===== config.mk =====
export PLATFORM = sky130hd
export DESIGN_NAME = tbu_ras_error_record_regs
export DESIGN_NICKNAME = d
export VERILOG_FILES = /design/src/shared/tbu_ras_pkg.sv /design/src/hw/tbu_ras_error_record_regs.sv /design/src/hw/err_record.sv
export SDC_FILE = /design/constraint.sdc
export NUM_CORES = 1
export LEC_CHECK = 0
export ABC_AREA = 1
export BUFFER_PORTS_ARGS = -buffer_cell sky130_fd_sc_hd__buf_2
export CAP_MARGIN = 20
export CORE_UTILIZATION = 33
export DETAILED_ROUTE_END_ITERATION = 6
export PLACE_DENSITY = 0.56
export RECOVER_POWER = 25
export SYNTH_ARGS = -nofsm -noshare
export SYNTH_HDL_FRONTEND = slang
export SYNTH_SLANG_ARGS = --single-unit

===== constraint.sdc =====
create_clock -name ref_clk -period 2.98 [get_ports ref_clk]
set_input_delay 0.298 -clock ref_clk [delete_from_list [all_inputs] [get_ports ref_clk]]
set_output_delay 0.298 -clock ref_clk [all_outputs]
set_load 0.02 [all_outputs]

===== src/shared/tbu_ras_pkg.sv =====
package tbu_ras_pkg;
  // register byte offsets (low 17 bits of the page)
  localparam logic [16:0] OFF_FEATURE_CTRL = 17'h08E00;
  localparam logic [16:0] OFF_ERR_FEATURE = 17'h08E80;
  localparam logic [16:0] OFF_ERR_CONTROL = 17'h08E88;
  localparam logic [16:0] OFF_ERR_STATUS = 17'h08E90;
  localparam logic [16:0] OFF_ERR_INJECT = 17'h08EA0;
  localparam logic [16:0] OFF_SEC_CTRL = 17'h08EC4;
  localparam logic [16:0] RAS_RANGE_LO = 17'h08E80;
  localparam logic [16:0] RAS_RANGE_HI = 17'h08EC0;
  localparam int ADDR_W = 17;

  // secure control bits
  localparam int SEC_UARCH_BIT = 0;
  localparam int SEC_RAS_BIT = 1;

  // feature register: fixed content
  localparam logic [1:0] FEAT_CI = 2'h1;
  localparam logic [1:0] FEAT_DUI = 2'h0;
  localparam logic [2:0] FEAT_CEC = 3'h0;
  localparam logic [1:0] FEAT_CFI = 2'h0;
  localparam logic [1:0] FEAT_UE = 2'h0;
  localparam logic [1:0] FEAT_FI = 2'h2;
  localparam logic [1:0] FEAT_UI = 2'h1;
  localparam logic [1:0] FEAT_ED = 2'h1;
  localparam logic [31:0] ERR_FEATURE_VAL = {8'h00, FEAT_CI, 4'h0, FEAT_DUI,
    1'b0, FEAT_CEC, FEAT_CFI, FEAT_UE, FEAT_FI, FEAT_UI, 2'h0, FEAT_ED};

  // control register
  localparam int FI_BIT = 3;
  localparam logic [31:0] ERR_CONTROL_RST = 32'h0000_0001;
  localparam logic [31:0] ERR_CONTROL_MASK = 32'h0000_0009;
  localparam logic [31:0] FEATURE_CTRL_MASK = 32'h0000_FFFF;

  // status fields
  localparam int ST_V = 30;
  localparam int ST_UE = 29;
  localparam int ST_OF = 27;
  localparam int ST_CE_HI = 25;
  localparam int ST_CE_LO = 24;
  localparam int ST_DE = 23;
  localparam int ST_UET_HI = 21;
  localparam int ST_UET_LO = 20;
  localparam logic [1:0] CE_NONE = 2'h0;
  localparam logic [1:0] CE_SOME = 2'h2;
  localparam logic [1:0] UET_UC = 2'h0;

  // interrupt status / mask bits
  localparam int IRQ_W = 3;
  localparam int EV_CE = 0;
  localparam int EV_UE = 1;
  localparam int EV_OF = 2;
endpackage


===== src/hw/tbu_ras_error_record_regs.sv =====
// Decided for this implementation: the APB register port.
`timescale 1ns/1ps
module tbu_ras_error_record_regs
  import tbu_ras_pkg::*;
(
  input wire logic ref_clk,
  input wire logic rst_n,
  input wire logic sec_override,
  input wire logic psel,
  input wire logic penable,
  input wire logic pwrite,
  input wire logic [31:0] paddr,
  input wire logic [31:0] pwdata,
  input wire logic [3:0] pstrb,
  input wire logic [2:0] pprot,
  output logic [31:0] prdata,
  output logic pready,
  output logic pslverr,
  input wire logic ce_mtlb_pin,
  input wire logic ce_wdb_pin,
  input wire logic ue_pin,
  input wire logic de_pin,
  output logic [15:0] feature_disable_control,
  output logic fault_irq,
  output logic irq
);
  // two-flop synchronisers on the error event inputs
  logic [3:0] ev_s1_q, ev_s2_q;
  always_ff @(posedge ref_clk) begin
    if (!rst_n) begin
      ev_s1_q <= 4'h0;
      ev_s2_q <= 4'h0;
    end else begin
      ev_s1_q <= {de_pin, ue_pin, ce_wdb_pin, ce_mtlb_pin};
      ev_s2_q <= ev_s1_q;
    end
  end

  // strap capture happens one cycle after reset release, never under reset
  logic strap_pend_q;
  logic [1:0] sec_ctrl_q;
  logic [31:0] err_control_q;
  logic [15:0] feat_ctrl_q;
  logic [IRQ_W-1:0] irq_stat_q, irq_mask_q;

  // APB decode; single-cycle access, no wait states
  logic [ADDR_W-1:0] addr;
  logic acc, wr, rd, nonsec, full_wr;
  logic in_ras, ras_ok, uarch_ok;
  logic hit_feat, hit_econ, hit_stat, hit_inj, hit_sec, hit_fctl;
  logic hit_irqs, hit_irqm;
  localparam logic [16:0] OFF_IRQ_STAT = 17'h08ED0;
  localparam logic [16:0] OFF_IRQ_MASK = 17'h08ED4;

  assign addr = paddr[ADDR_W-1:0];
  assign acc = psel && penable;
  assign wr = acc && pwrite;
  assign rd = acc && !pwrite;
  assign nonsec = pprot[1];
  // partial writes are ignored: every register is a full word
  assign full_wr = wr && (pstrb == 4'hF);
  assign in_ras = (addr >= RAS_RANGE_LO) && (addr <= RAS_RANGE_HI);
  assign ras_ok = !nonsec || sec_ctrl_q[SEC_RAS_BIT];
  assign uarch_ok = !nonsec || sec_ctrl_q[SEC_UARCH_BIT];
  assign hit_feat = (addr == OFF_ERR_FEATURE) && ras_ok && !nonsec;
  assign hit_econ = (addr == OFF_ERR_CONTROL) && ras_ok;
  assign hit_stat = (addr == OFF_ERR_STATUS) && ras_ok;
  assign hit_inj = (addr == OFF_ERR_INJECT) && ras_ok;
  assign hit_fctl = (addr == OFF_FEATURE_CTRL) && uarch_ok;
  assign hit_sec = (addr == OFF_SEC_CTRL) && !nonsec;
  assign hit_irqs = (addr == OFF_IRQ_STAT) && !nonsec;
  assign hit_irqm = (addr == OFF_IRQ_MASK) && !nonsec;
  assign pready = 1'b1;
  // addresses outside the ras window and the four extra registers error; RAZ/WI denials complete cleanly
  assign pslverr = acc && !in_ras && (addr != OFF_FEATURE_CTRL)
    && (addr != OFF_SEC_CTRL) && (addr != OFF_IRQ_STAT)
    && (addr != OFF_IRQ_MASK);

  // error record
  logic [31:0] status;
  logic new_err, new_ue, new_of;
  err_record u_rec (
    .ref_clk(ref_clk),
    .rst_n(rst_n),
    .ce_mtlb(ev_s2_q[0]),
    .ce_wdb(ev_s2_q[1]),
    .ue_err(ev_s2_q[2]),
    .de_err(ev_s2_q[3]),
    .clr_we(full_wr && hit_stat),
    .clr_data(pwdata),
    .inj_we(full_wr && hit_inj),
    .inj_data(pwdata),
    .status(status),
    .new_err(new_err),
    .new_ue(new_ue),
    .new_of(new_of)
  );

  // secure control; loaded from the tie-off after reset
  always_ff @(posedge ref_clk) begin
    if (!rst_n) begin
      strap_pend_q <= 1'b1;
      sec_ctrl_q <= 2'b00;
    end else if (strap_pend_q) begin
      strap_pend_q <= 1'b0;
      sec_ctrl_q <= {2{sec_override}};
    end else if (full_wr && hit_sec) begin
      sec_ctrl_q <= pwdata[1:0];
    end
  end

  // error control, fault enable and bit 0 kept; other bits read as zero
  always_ff @(posedge ref_clk) begin
    if (!rst_n)
      err_control_q <= ERR_CONTROL_RST;
    else if (full_wr && hit_econ)
      err_control_q <= pwdata & ERR_CONTROL_MASK;
  end

  // feature-disable control: bit 0 sticky once set
  always_ff @(posedge ref_clk) begin
    if (!rst_n)
      feat_ctrl_q <= 16'h0000;
    else if (full_wr && hit_fctl)
      feat_ctrl_q <= {pwdata[15:1], pwdata[0] | feat_ctrl_q[0]};
  end
  assign feature_disable_control = feat_ctrl_q;

  // sticky interrupt status, cleared by reading; new event wins
  logic [IRQ_W-1:0] ev_vec;
  assign ev_vec = {new_of, new_ue, new_err && !new_ue};
  always_ff @(posedge ref_clk) begin
    if (!rst_n) begin
      irq_stat_q <= '0;
      irq_mask_q <= '0;
    end else begin
      if (rd && hit_irqs)
        irq_stat_q <= ev_vec;
      else
        irq_stat_q <= irq_stat_q | ev_vec;
      if (full_wr && hit_irqm)
        irq_mask_q <= pwdata[IRQ_W-1:0];
    end
  end
  assign irq = |(irq_stat_q & irq_mask_q);

  // fault interrupt is a level on the recorded record and enable
  always_ff @(posedge ref_clk) begin
    if (!rst_n)
      fault_irq <= 1'b0;
    else
      fault_irq <= status[ST_V] && err_control_q[FI_BIT];
  end

  // read mux; denied reads return zero
  always_ff @(posedge ref_clk) begin
    if (!rst_n)
      prdata <= 32'h0000_0000;
    else if (psel && !penable && !pwrite) begin
      prdata <= 32'h0000_0000;
      if (hit_feat)
        prdata <= ERR_FEATURE_VAL;
      else if (hit_econ)
        prdata <= err_control_q;
      else if (hit_stat)
        prdata <= status;
      else if (hit_fctl)
        prdata <= {16'h0000, feat_ctrl_q};
      else if (hit_sec)
        prdata <= {30'h0, sec_ctrl_q};
      else if (hit_irqs)
        prdata <= {29'h0, irq_stat_q};
      else if (hit_irqm)
        prdata <= {29'h0, irq_mask_q};
    end
  end
endmodule


===== src/hw/err_record.sv =====
`timescale 1ns/1ps
// error record status register with write-one-to-clear race protection
module err_record
  import tbu_ras_pkg::*;
(
  input wire logic ref_clk,
  input wire logic rst_n,
  input wire logic ce_mtlb,
  input wire logic ce_wdb,
  input wire logic ue_err,
  input wire logic de_err,
  input wire logic clr_we,
  input wire logic [31:0] clr_data,
  input wire logic inj_we,
  input wire logic [31:0] inj_data,
  output logic [31:0] status,
  output logic new_err,
  output logic new_ue,
  output logic new_of
);
  logic v_q, ue_q, of_q, de_q;
  logic [1:0] ce_q;
  logic any_err, multi_err, clr_ok, clr_v, inj_ok;
  logic [2:0] cnt;

  // count simultaneous arrivals
  always_comb begin
    cnt = {2'b00, ce_mtlb} + {2'b00, ce_wdb} + {2'b00, ue_err}
        + {2'b00, de_err};
    any_err = (cnt != 3'h0);
    multi_err = (cnt > 3'h1);
  end

  // a clear is ignored in a cycle where a new error lands, since software
  // has not seen it yet
  assign clr_ok = clr_we && !any_err;
  assign clr_v = clr_ok && clr_data[ST_V];
  // injection valid: V set, UE/DE with legal CE or CE=10, UNCORRECTED_TYPE zero
  assign inj_ok = inj_we && inj_data[ST_V]
    && inj_data[ST_UET_HI:ST_UET_LO] == UET_UC
    && ((inj_data[ST_CE_HI:ST_CE_LO] == CE_SOME)
      || ((inj_data[ST_UE] || inj_data[ST_DE])
        && inj_data[ST_CE_HI:ST_CE_LO] == CE_NONE));

  // record update; hardware set wins over software clear
  always_ff @(posedge ref_clk) begin
    if (!rst_n) begin
      v_q <= 1'b0;
      ue_q <= 1'b0;
      of_q <= 1'b0;
      de_q <= 1'b0;
      ce_q <= CE_NONE;
    end else if (inj_ok) begin
      v_q <= 1'b1;
      ue_q <= inj_data[ST_UE];
      of_q <= inj_data[ST_OF];
      de_q <= inj_data[ST_DE];
      ce_q <= inj_data[ST_CE_HI:ST_CE_LO];
    end else begin
      if (any_err)
        v_q <= 1'b1;
      else if (clr_v)
        v_q <= 1'b0;
      if (ue_err)
        ue_q <= 1'b1;
      else if (clr_ok && clr_data[ST_UE])
        ue_q <= 1'b0;
      if (de_err)
        de_q <= 1'b1;
      else if (clr_ok && clr_data[ST_DE])
        de_q <= 1'b0;
      if (multi_err || (any_err && v_q && !clr_v))
        of_q <= 1'b1;
      else if (clr_ok && clr_data[ST_OF])
        of_q <= 1'b0;
      if (ce_mtlb || ce_wdb)
        ce_q <= CE_SOME;
      else if (clr_ok && clr_data[ST_CE_HI])
        ce_q <= CE_NONE;
    end
  end

  // uncorrected type always reads uncontainable; writes ignored
  always_comb begin
    status = 32'h0000_0000;
    status[ST_V] = v_q;
    status[ST_UE] = ue_q;
    status[ST_OF] = of_q;
    status[ST_CE_HI:ST_CE_LO] = ce_q;
    status[ST_DE] = de_q;
    status[ST_UET_HI:ST_UET_LO] = UET_UC;
  end

  assign new_err = any_err || inj_ok;
  assign new_ue = ue_err || (inj_ok && inj_data[ST_UE]);
  assign new_of = multi_err || (any_err && v_q && !clr_v)
    || (inj_ok && inj_data[ST_OF]);
endmodule


[After elaboration in Yosys (flattened, before gate mapping)]
Cells that the tools add are included.
Widths: inputs -> output; s select.
Operators by class
  add/subtract/negate cells: 3
  $lt $le $gt $ge: 3
  equality and inequality tests: 14
  multiplexer cells: 26
  bitwise logic cells: 3
  reduce and logical (&&, ||, !) cells: 70
Operator list (number)
  $eq 17x16->1 const B: 8
  $mux 31: 3
  $ne 17x16->1 const B: 4
  $logic_and 1x1->1: 44
  $reduce_bool 3->1: 6
  $ge 17x16->1 const B: 1
  $le 17x16->1 const B: 1
  $mux 16: 1
  $mux 1: 13
  $mux 3: 4
  $mux 2: 5
  $logic_or 1x1->1: 9
  $logic_not 1->1: 7
  $add 3x1->3: 2
  $eq 4x4->1 const B: 1
  $logic_not 2->1: 2
  $and 3x3->3: 1
  $gt 3x1->1 const B: 1
  $or 3x3->3: 1
  $reduce_or 3->1: 1
  $add 1x1->2: 1
  $eq 2x2->1 const B: 1
  $reduce_bool 2->1: 1
  $or 1x1->1: 1
Storage, ports and cells
  flip-flop bits (word level): 74
  input bits: 81

[Longest topological paths before layout]
Gate-level depths: netlist of run 1.
  word-level depth: 13
  mapped depth: 12

[By module]
Synthesis of run 1 repeated with hierarchy kept, for this count alone.
Second synthesis, totals
  cell total of the unflattened synthesis: 570
  area, all modules: 3996.3 sq um
By module, submodules not included
  tbu_ras_error_record_regs: instances 1, cells an instance 464, area an instance 3230.6 sq um, sequential area each 1361.3 sq um
  err_record: instances 1, cells an instance 106, area an instance 765.7 sq um, sequential area each 120.1 sq um

[Worst setup path after synthesis of run 1]
OpenSTA, ideal clock, no wires.
  path type: register to register
  start: register ev_s2_q[1]
  end: register u_rec.v_q
  library setup time: 0.127 ns
  arrival: 1.955 ns
  data required time: 2.853 ns
  slack: 0.898 ns
  stages on the path, launching flop included: 12
  cell sequence: dfxtp_1 inv_1 ha_1 inv_1 fa_1 ha_1 inv_1 nand3_1 nor3_2 nand2_1 a21oi_1 nor2_1
Between the ends
  cells in the longest elaborated chain, start to end: 8
  elaborated cells between the ends (all ways): 10
  classes of those cells: add/sub (3); mux (2); reduce/logical (5)
RTL lines
  start, declared: line tbu_ras_error_record_regs.sv:28  | logic [3:0] ev_s1_q, ev_s2_q;
  start signal, assigned: line tbu_ras_error_record_regs.sv:35  | ev_s2_q <= ev_s1_q;
  $add 1x1->2 (*): line err_record.sv:28  | cnt = {2'b00, ce_mtlb} + {2'b00, ce_wdb} + {2'b00, ue_err}
  $add 3x1->3 (*): line err_record.sv:28
  $add 3x1->3 (*): line err_record.sv:29  | + {2'b00, de_err};
  $reduce_bool 3->1 (*): line err_record.sv:30  | any_err = (cnt != 3'h0);
  $logic_not 1->1: line err_record.sv:36  | assign clr_ok = clr_we && !any_err;
  $logic_and 1x1->1: line err_record.sv:36
  $logic_and 1x1->1: line err_record.sv:37  | assign clr_v = clr_ok && clr_data[ST_V];
  $reduce_bool 3->1 (no source line)
  end signal, assigned: line err_record.sv:48  | v_q <= 1'b0;
  end signal, assigned: line err_record.sv:54  | v_q <= 1'b1;
  end signal, assigned: line err_record.sv:61  | v_q <= 1'b1;
  end, declared: line err_record.sv:21  | logic v_q, ue_q, of_q, de_q;
Every way passes the cells marked *; elsewhere a longest branch is shown, timed or not.
A chain may end at the register's enable or synchronous reset.

[Final worst setup path of run 1]
Same ends and word-level chain as after synthesis.

==> run_results.csv, run 1 <==
group,metric,value,unit
routing,final_wl,8.519,mm
worst_setup_path,worstSetupEndpointType,"flop",
floorplan,initial_standard_cell_utilization_of_the_core,33.85,%
synth,synth_largest_area_cell,"dfxtp_1",
worst_setup_path,setup.worst_path.end,"u_rec.v_q",
global_routing,remaining_overflow_grt,0,
final_layout,post_route_cells_drive_above_1_share,21.84,%
floorplan,ioPinCount,133,
synth,sequential_cell_area_fraction_in_the_yosys_report,39.69,%
clocking,clk_path_buf_depth,2,
clocking,cts_setup_buffers,0,
final_layout,areaGrowthSynthToFinish,23.63,%
synth,synth_flop_cell,"dfxtp_1",
synth,synth_edf_count,0,
worst_setup_path,cpPeakStageDelay,0.42,ns
routing,route.detailed.vias_per_inst,4.497,
timing,max_slew.worst_pin.slew,1.448,ns
routing,ant_nets,0,
worst_setup_path,critical_path.n_buffers_inverters,3,
clocking,cts_repair_resize_count,0,
floorplan,floorplan.rows,36,
placement,placer_congestion,0.9006,
worst_setup_path,rr_startpoint,"ev_s2_q[1]",
worst_setup_path,worst-setup-path-type,"reg -> reg",
synth,synth_area,3278,um2
clocking,clock_latency_of_the_later_clocked_register_in_the_worst_skew_pair,0.35,ns
clocking,cts_htree_levels,3,
worst_setup_path,timing.critical_path.from,"ev_s2_q[1]",
timing,fin_hold_ws,0.1213,ns
worst_setup_path,crit_cells,11,
worst_setup_path,critPathRequiredTime,3.19,ns
clocking,clk_pin_slew_worst_paths,0.08,ns
synth,synth.distinct_cells,34,
global_routing,grt_usage,17.00,%
placement,buffer_ports.inserted,97,
power,power-per-cell-area,480.0,nW/um2
worst_setup_path,critical_path.most_common_cell,"inv_1",
floorplan,coreArea,9684,um2
status,run_status,"finished, final reports clean",
global_routing,grt_max_degree,35,
flow_run,max_cap_violations,0,
placement,dpl.hpwl,6.410,mm
timing,rsz_0062_raised_after_global_routing,"no",
worst_setup_path,kind_of_cell_adding_the_most_delay_to_the_critical_path,"adder cells",
floorplan,floorplan.die_area,10340,um2
timing,setup-violations-final,0,
worst_setup_path,critical_path_s_slowest_cell,"fa_1",
timing,post_route_clock_period_utilization,76.62,%
floorplan,die_width,101.7,um
final_layout,fin_nets,659,
timing,timing.final.hold_violations,0,
worst_setup_path,largest_fanout_on_the_critical_path,4,
synth,post-synth-top-count-cell,"nand2_1",
clocking,tritoncts,"done",
synth,asyncSetResetFlopFracSynth,0,%
synth,synth-warning-count,0,
synth,post_synthesis_sequential_element_count,65,
worst_setup_path,worst_r2r_endpoint,"u_rec.v_q",
clocking,postCtsHoldBufs,0,
timing,finalSetupTns,0,ns
power,max-vdd-ir-drop,237.2,uV
routing,via_count,3193,
global_routing,grt_pass1_vias,2827,
worst_setup_path,worst_setup_path_start_kind,"flop",
timing,timing_max_transition_violations_final,0,
worst_setup_path,timing.reg2reg.setup_slack,0.70,ns
global_routing,grt_pass1_wl,13.46,mm
clocking,root_buffer,"clkbuf_8",
global_routing,number_of_antenna_violations_at_the_first_check_in_global_routing,0,
timing,fmax,438.0,MHz
hold_path,min_path_type,"in -> reg",
power,p_leak,1.925,nW
routing,drc,0,
worst_setup_path,path_cells,"inv_1 -> ha_1 -> inv_1 -> fa_1 -> ha_1 -> inv_1 -> nand3_1 -> nor3_2 -> nand2_1 -> a21oi_1 -> nor2_1",
final_layout,multiInputGateArea,1632,um2
timing,period_minus_slack,2.283,ns
timing,relSlewSlack,3.448,%
final_layout,fillerInstances,1034,
synth,synthDominantCellAreaShare,39.69,%
clocking,clkSinkCount,65,
floorplan,die-height,101.7,um
timing,finalClockSkew,0.01083,ns
final_layout,antenna-diode-count,0,
synth,netlist_instances,473,
routing,wl_per_cell,12.00,um
routing,drt_pass1_iterations,4,
routing,initialDrtViolationCount,156,
synth,synth_area_per_cell,6.931,um2
final_layout,layout.area.seq,1301,um2
synth,synth_common_cells,"103 x nand2_1, 77 x nor2_1, 65 x dfxtp_1",
worst_setup_path,reg2reg_depth,11,
clocking,numCtsBuffers,9,
synth,synth.top_cells.by_area,"dfxtp_1 40%, nand2_1 12%, nor2_1 8.8%",
worst_setup_path,worst-endpoint-arrival,2.50,ns
-- layer usage --
layer	routed length [um]	share of wire (%)	vias up	track usage (%)
met5	0	0	-	0
met4	143	1.7	0	7.135
met3	384	4.5	12	2.761
met2	3977	47	82	27.86
met1	4014	47	1418	22.11
li1	-	-	1681	-
-- registers in the layout, summed over array words and instances, names as in the netlist --
register	count
prdata	23
feature_disable_control	16
ev_s1_q	4
ev_s2_q	4
irq_mask_q	3
irq_stat_q	3
err_control_q	2
sec_ctrl_q	2
u_rec.ce_q	2
fault_irq	1
strap_pend_q	1
u_rec.de_q	1
u_rec.of_q	1
u_rec.ue_q	1
u_rec.v_q	1
-- placed cells by master (no fill, tap or decap), drive strengths merged --
cell type / n
conb: 10
a21oi: 35
nor2: 87
clkinv: 1
dfxtp: 65
o21ai: 32
fa: 1
buf: 82
or2: 1
nand4: 9
a31oi: 2
o211ai: 2
o31ai: 1
inv: 65
nor3: 6
bufinv: 2
ha: 5
a211oi: 1
nand2: 107
nand3: 32
clkbuf: 30
a22oi: 1
-- tightest hold or removal path, cell delays in order --
cell and delay (ns):
buf_2 0.07, nand2_1 0.04, inv_1 0.04
-- cell families after synthesis --
logic type               Yosys count  share of synthesized area (%)
AO/OA/AOI/OAI                     74                          11.87
adder cells (fa/ha/maj)            6                          2.519
buffers and inverters             84                          11.45
flip-flops                        65                          39.69
other                              2                         0.2291
AND/OR/NAND/NOR                  242                          34.24
-- power breakdown --
group | total (mW) | internal, mW | switching (mW)
clock network | 0.859 | 0.501 | 0.358
registers | 0.903 | 0.890 | 0.0135
logic | 0.183 | 0.0649 | 0.118
-- final cells by class --
| class | instances | share of cell area, % |
|---|---|---|
| sequential | 65 | 32.11 |
| multi-input combinational | 332 | 40.26 |
| timing repair buffer | 101 | 12.01 |
| clock buffer | 11 | 3.489 |
| clock inverter | 5 | 2.130 |
| tap | 133 | 4.106 |
| inverter | 63 | 5.897 |
-- how the worst min path moves through the flow --
stage,start,end,slack [ns],cells past startpoint
6_report,ue_pin,ev_s1_q[2],0.12,3
5_1_grt,ce_mtlb_pin,ev_s1_q[0],0.13,3
4_1_cts,ue_pin,ev_s1_q[2],0.12,3
3_5_place_dp,ev_s1_q[0],ev_s2_q[0],0.40,2
3_3_place_gp,ev_s1_q[1],ev_s2_q[1],0.39,2
2_1_floorplan,ev_s1_q[0],ev_s2_q[0],0.39,2
-- through the flow --
stage | instance area (um2) | setup slack (ns) | std cells | power, mW | util (%)
6_report | 4053 | 0.6967 | 710 | 1.945 | 41.85
5_1_grt | 4053 | 0.5287 | 710 | 2.027 | 41.85
4_1_cts | 4081 | 0.7130 | 710 | 1.968 | 42.14
3_5_place_dp | 3854 | 0.7367 | 694 | 1.108 | 39.79
3_3_place_gp | 3854 | 0.7536 | 694 | 1.106 | 39.79
2_1_floorplan | 3308 | 0.8980 | 481 | 1.039 | -
Power figures use the tool's default switching activity.
==> run 2: changes to the inputs <==
Settings changed: PLACE_DENSITY 0.56 to 0.58.
Clock period 2.98 ns to 2.05 ns, I/O delays scaled along.
==> run_results.csv, run 2 (synthesis gave the netlist of run 1 again) <==
group,metric,value,unit
status,run_status,"finished with violations",
status,violations,"negative setup slack",
routing,drc,0,
final_layout,post_route_cells_drive_above_1_share,26.51,%
worst_setup_path,worst_setup_path_start_kind,"flop",
clocking,clkSinkCount,65,
global_routing,remaining_overflow_grt,0,
routing,route.detailed.vias_per_inst,4.627,
floorplan,die_width,101.7,um
worst_setup_path,worst-setup-path-type,"reg -> reg",
routing,initialDrtViolationCount,190,
final_layout,layout.cell_area.non_filler,4185,um2
clocking,tritoncts,"done",
power,cellInternalPower,2.215,mW
floorplan,ioPinCount,133,
placement,placer_congestion,0.9086,
power,p_comb_share,9.9,%
final_layout,largest-register,"prdata",
flow_run,max_cap_violations,0,
placement,placedInstanceArea,3869,um2
timing,worst_slack,-0.02726,ns
power,seq_power_share,44.6,%
power,swShare,24.96,%
power,share_clk_of_total_power,45.5,%
final_layout,utilization,43.22,%
timing,period_minus_slack,2.077,ns
global_routing,grt_pass1_wl,13.96,mm
floorplan,coreArea,9684,um2
worst_setup_path,critPathRequiredTime,2.28,ns
hold_path,min_path_type,"in -> reg",
final_layout,largest_register_ff_count,23,
worst_setup_path,worst-endpoint-arrival,2.30,ns
final_layout,fin_nets,663,
timing,timing.final.hold_violations,0,
timing,setup-violations-final,4,
placement,buffer_ports.inserted,97,
routing,final_wl,9.094,mm
floorplan,die-height,101.7,um
routing,wl_per_cell,12.74,um
floorplan,floorplan.rows,36,
routing,drt_pass1_iterations,7,
global_routing,grt_pass1_vias,2942,
timing,rsz_0062_raised_after_global_routing,"yes",
final_layout,final_common_cell,"nand2_1",
global_routing,grt_usage,17.65,%
global_routing,grt_max_degree,32,
power,p_leak,1.985,nW
clocking,numCtsBuffers,9,
clocking,clk_pin_slew_worst_paths,0.07,ns
final_layout,layout_common_cells,"99 x nand2_1, 83 x buf_2, 77 x nor2_1",
worst_setup_path,largest_fanout_on_the_critical_path,3,
routing,ant_nets,0,
power,netSwitchingPower,737.0,uW
timing,finalClockSkew,0.005643,ns
clocking,cts_htree_levels,3,
power,power-per-cell-area,705.4,nW/um2
clocking,clock_latency_of_the_later_clocked_register_in_the_worst_skew_pair,0.34,ns
clocking,postCtsHoldBufs,0,
timing,fmax,481.4,MHz
worst_setup_path,worstSetupEndpointType,"flop",
final_layout,multiInputGateArea,1702,um2
global_routing,number_of_antenna_violations_at_the_first_check_in_global_routing,0,
final_layout,areaGrowthSynthToFinish,27.67,%
placement,dpl.hpwl,6.654,mm
floorplan,floorplan.die_area,10340,um2
floorplan,initial_standard_cell_utilization_of_the_core,33.85,%
final_layout,layout.area.seq,1304,um2
timing,post_route_clock_period_utilization,101.3,%
power,max-vdd-ir-drop,345.2,uV
timing,timing_max_transition_violations_final,0,
routing,via_count,3304,
final_layout,fillerInstances,1023,
final_layout,antenna-diode-count,0,
worst_setup_path,timing.reg2reg.setup_slack,-0.03,ns
clocking,root_buffer,"clkbuf_8",
clocking,clk_path_buf_depth,2,
## run 2: cell types whose count changed in the layout (fill, tap and decap cells not counted), sizes merged
cell / change
bufinv: +1
buf: +9
inv: -1
clkbuf: -6
clkinvlp: +1
## run 2: area by class of cell
type	instances	share of cell area [%]
Timing Repair Buffer	105	12.71
Tap cell	133	3.976
Clock buffer	10	3.049
Clock inverter	6	2.750
Multi-Input combinational cell	332	40.66
Inverter	63	5.710
Sequential cell	65	31.15
## run 2: worst paths after layout
| kind | start | endpoint | depth (start not counted) |
|---|---|---|---|
| hold / removal | ue_pin | ev_s1_q[2] | 3 |
| hold reg to reg | ev_s1_q[0] | ev_s2_q[0] | 2 |
| setup / recovery | ev_s2_q[0] | u_rec.v_q | 11 |
| setup reg to reg | ev_s2_q[0] | u_rec.v_q | 11 |
## run 2: timing repair
action / CTS / global route
buffers inserted: 0 / 2
pin swaps: 2 / 9
endpoints found under the setup margin: 7 / 8
resized for setup: 6 / 17
## run 2: power groups by stage
stage               sequential (mW)  clock [mW]  combinational, mW
floorplan                      1.34           0              0.170
global placement               1.34           0              0.265
detailed placement             1.34           0              0.271
CTS                            1.31        1.37              0.278
global route                   1.32        1.42              0.329
finish                         1.32        1.34              0.294
## run 2: stage by stage
step | setup TNS (ns) | cells | hold WS [ns] | setup slack [ns] | total power [mW]
finish | -0.08641 | 714 | 0.04238 | -0.02726 | 2.952
global route | -0.6410 | 714 | 0.05736 | -0.1324 | 3.070
CTS | 0 | 712 | 0.03521 | 0.01046 | 2.959
detailed placement | -0.5312 | 696 | 0.3955 | -0.1361 | 1.613
global placement | -0.2498 | 696 | 0.3899 | -0.08406 | 1.607
floorplan | 0 | 481 | 0.3026 | 0.01548 | 1.510
## run 2: layer usage
layer	routed length (um)	track usage [%]
met2	4444	28.53
met5	0	0
met1	4118	22.82
met4	116	8.807
met3	415	2.761
## run 2: worst max-delay path, cell delays in order (launching register included)
cell,delay [ns]
dfxtp_2,0.34
inv_2,0.05
ha_4,0.25
inv_2,0.03
fa_2,0.42
ha_4,0.26
inv_2,0.06
nand3_4,0.08
nor3_4,0.19
nand2_2,0.09
a21oi_2,0.14
nor2_1,0.04
==> run 3: changes to the inputs <==
Settings changed: CORE_UTILIZATION 33 to 44, PLACE_DENSITY 0.58 to 0.75.
==> run_results.csv, run 3 (synthesis gave the netlist of run 1 again) <==
group,metric,value,unit
status,run_status,"finished with violations",
status,violations,"negative setup slack",
routing,drc,0,
global_routing,grt_usage,21.55,%
timing,worst_slack,-0.03431,ns
final_layout,fin_nets,661,
timing,max_slew.worst_pin.slew,0.6305,ns
power,max-vdd-ir-drop,509.4,uV
timing,timing.final.hold_violations,0,
worst_setup_path,worst-endpoint-arrival,2.32,ns
clocking,root_buffer,"clkbuf_8",
routing,final_wl,8.365,mm
final_layout,antenna-diode-count,0,
worst_setup_path,critical_path_s_slowest_cell,"fa_2",
placement,dpl.hpwl,6.245,mm
floorplan,die-height,88.32,um
global_routing,met2_track_demand_over_resource_in_global_routing,37.27,%
floorplan,ioPinCount,133,
clocking,clock_latency_of_the_later_clocked_register_in_the_worst_skew_pair,0.34,ns
timing,setup-violations-final,3,
global_routing,grt_pass1_vias,2911,
global_routing,grt_max_degree,35,
global_routing,grt.met3_usage,3.451,%
placement,placedInstanceArea,3819,um2
timing,timing_max_transition_violations_final,0,
global_routing,remaining_overflow_grt,0,
worst_setup_path,worst_setup_path_start_kind,"flop",
final_layout,post_route_cells_drive_above_1_share,26.60,%
clocking,numCtsBuffers,9,
routing,ant_nets,0,
timing,post_route_clock_period_utilization,101.7,%
timing,finalClockSkew,0.007489,ns
worst_setup_path,rr_startpoint,"ev_s2_q[0]",
timing,fmax,479.8,MHz
worst_setup_path,reg2reg_depth,11,
worst_setup_path,worstSetupEndpointType,"flop",
floorplan,floorplan.die_area,7800,um2
routing,route.detailed.vias_per_inst,4.853,
worst_setup_path,critPathRequiredTime,2.28,ns
worst_setup_path,worst-setup-path-type,"reg -> reg",
global_routing,top_usage_layer,"met2",
final_layout,layout.cell_area.non_filler,4116,um2
timing,period_minus_slack,2.084,ns
timing,rsz_0062_raised_after_global_routing,"yes",
final_layout,layout_common_cells,"102 x nand2_1, 84 x buf_2, 77 x nor2_1",
clocking,tritoncts,"done",
worst_setup_path,worst_r2r_endpoint,"u_rec.ue_q",
global_routing,globalRouteMet1Util,26.55,%
flow_run,max_cap_violations,0,
timing,finalSetupTns,-0.07547,ns
final_layout,largest-register,"prdata",
floorplan,initial_standard_cell_utilization_of_the_core,45.44,%
hold_path,hold_depth,3,
global_routing,number_of_antenna_violations_at_the_first_check_in_global_routing,0,
clocking,clk_path_buf_depth,2,
worst_setup_path,cpPeakStageDelay,0.42,ns
clocking,clk_pin_slew_worst_paths,0.07,ns
final_layout,areaGrowthSynthToFinish,25.57,%
hold_path,min_path_type,"in -> reg",
floorplan,coreArea,7214,um2
timing,relSlewSlack,57.92,%
worst_setup_path,largest_fanout_on_the_critical_path,4,
final_layout,largest_register_ff_count,23,
final_layout,utilization,57.06,%
final_layout,multiInputGateArea,1705,um2
routing,drt_pass1_iterations,4,
placement,pre_cts_ws,-0.1194,ns
power,power-per-cell-area,690.2,nW/um2
worst_setup_path,timing.reg2reg.setup_slack,-0.03,ns
placement,buffer_ports.inserted,97,
clocking,clkSinkCount,65,
clocking,cts_htree_levels,3,
routing,via_count,3290,
worst_setup_path,timing.critical_path.from,"ev_s2_q[0]",
global_routing,grt_pass1_wl,12.96,mm
final_layout,layout.area.seq,1304,um2
floorplan,floorplan.rows,31,
timing,fin_hold_ws,0.04223,ns
routing,wl_per_cell,12.34,um
final_layout,final_common_cell,"nand2_1",
power,p_leak,1.979,nW
routing,initialDrtViolationCount,172,
floorplan,die_width,88.32,um
final_layout,fillerInstances,719,
worst_setup_path,path_cells,"inv_2 -> ha_4 -> inv_2 -> fa_2 -> ha_4 -> inv_2 -> nand3_4 -> nor3_4 -> nand2_1 -> a21oi_1 -> nor2_1",
worst_setup_path,critical_path.most_common_cell,"inv_2",
worst_setup_path,setup.worst_path.end,"u_rec.ue_q",
placement,placer_congestion,0.9205,
## run 3: changes by cell type in the layout (fill, tap and decap cells not counted), sizes merged
cell / delta
buf: -1
clkbuf: -2
clkinvlp: -1
bufinv: -1
inv: +1
clkinv: +2
## run 3: area by class of cell
type,instances,share of cell area (%)
multi-input combinational,332,41.43
sequential,65,31.67
timing repair buffer,103,12.58
inverter,63,5.805
clock buffer,9,3.009
tap,99,3.009
clock inverter,7,2.492
## run 3: worst min-delay path by stage
stage          slack, ns   startpoint          to
2_1_floorplan       0.30  ce_mtlb_pin  ev_s1_q[0]
3_3_place_gp        0.39       ue_pin  ev_s1_q[2]
3_5_place_dp        0.39       de_pin  ev_s1_q[3]
4_1_cts             0.03       de_pin  ev_s1_q[3]
5_1_grt             0.04       ue_pin  ev_s1_q[2]
6_report            0.04       de_pin  ev_s1_q[3]
## run 3: per-stage QoR
step                instances  total power, mW
floorplan                 481            1.510
global placement          661            1.602
detailed placement        661            1.610
CTS                       677            2.837
global route              678            2.950
finish                    678            2.841
## run 3: metal layers
layer	up-vias	wire, um
met4	0	125
met3	12	478
li1	1681	-
met5	-	0
met2	97	4135
met1	1500	3626
## run 3: timing repair
action	4_1_cts	5_1_grt
pin swaps	2	11
buffers inserted	0	1
hold buffers	0	0
setup endpoints to repair	7	8
resized for setup	9	14
## run 3: critical path: cells and delay by family (launching register included)
family,cells,cell delay [ns]
buf+inv,3,0.14
simple gates,4,0.44
fa+ha+maj,3,0.92
compound gates,1,0.14
flops,1,0.34
## run 3: report_power, final
| group | switching [mW] | internal (mW) | leakage, nW | total (mW) |
|---|---|---|---|---|
| sequential | 0.0219 | 1.29 | 0.529 | 1.32 |
| clock | 0.530 | 0.699 | 0.116 | 1.23 |
| combinational | 0.187 | 0.111 | 1.33 | 0.297 |
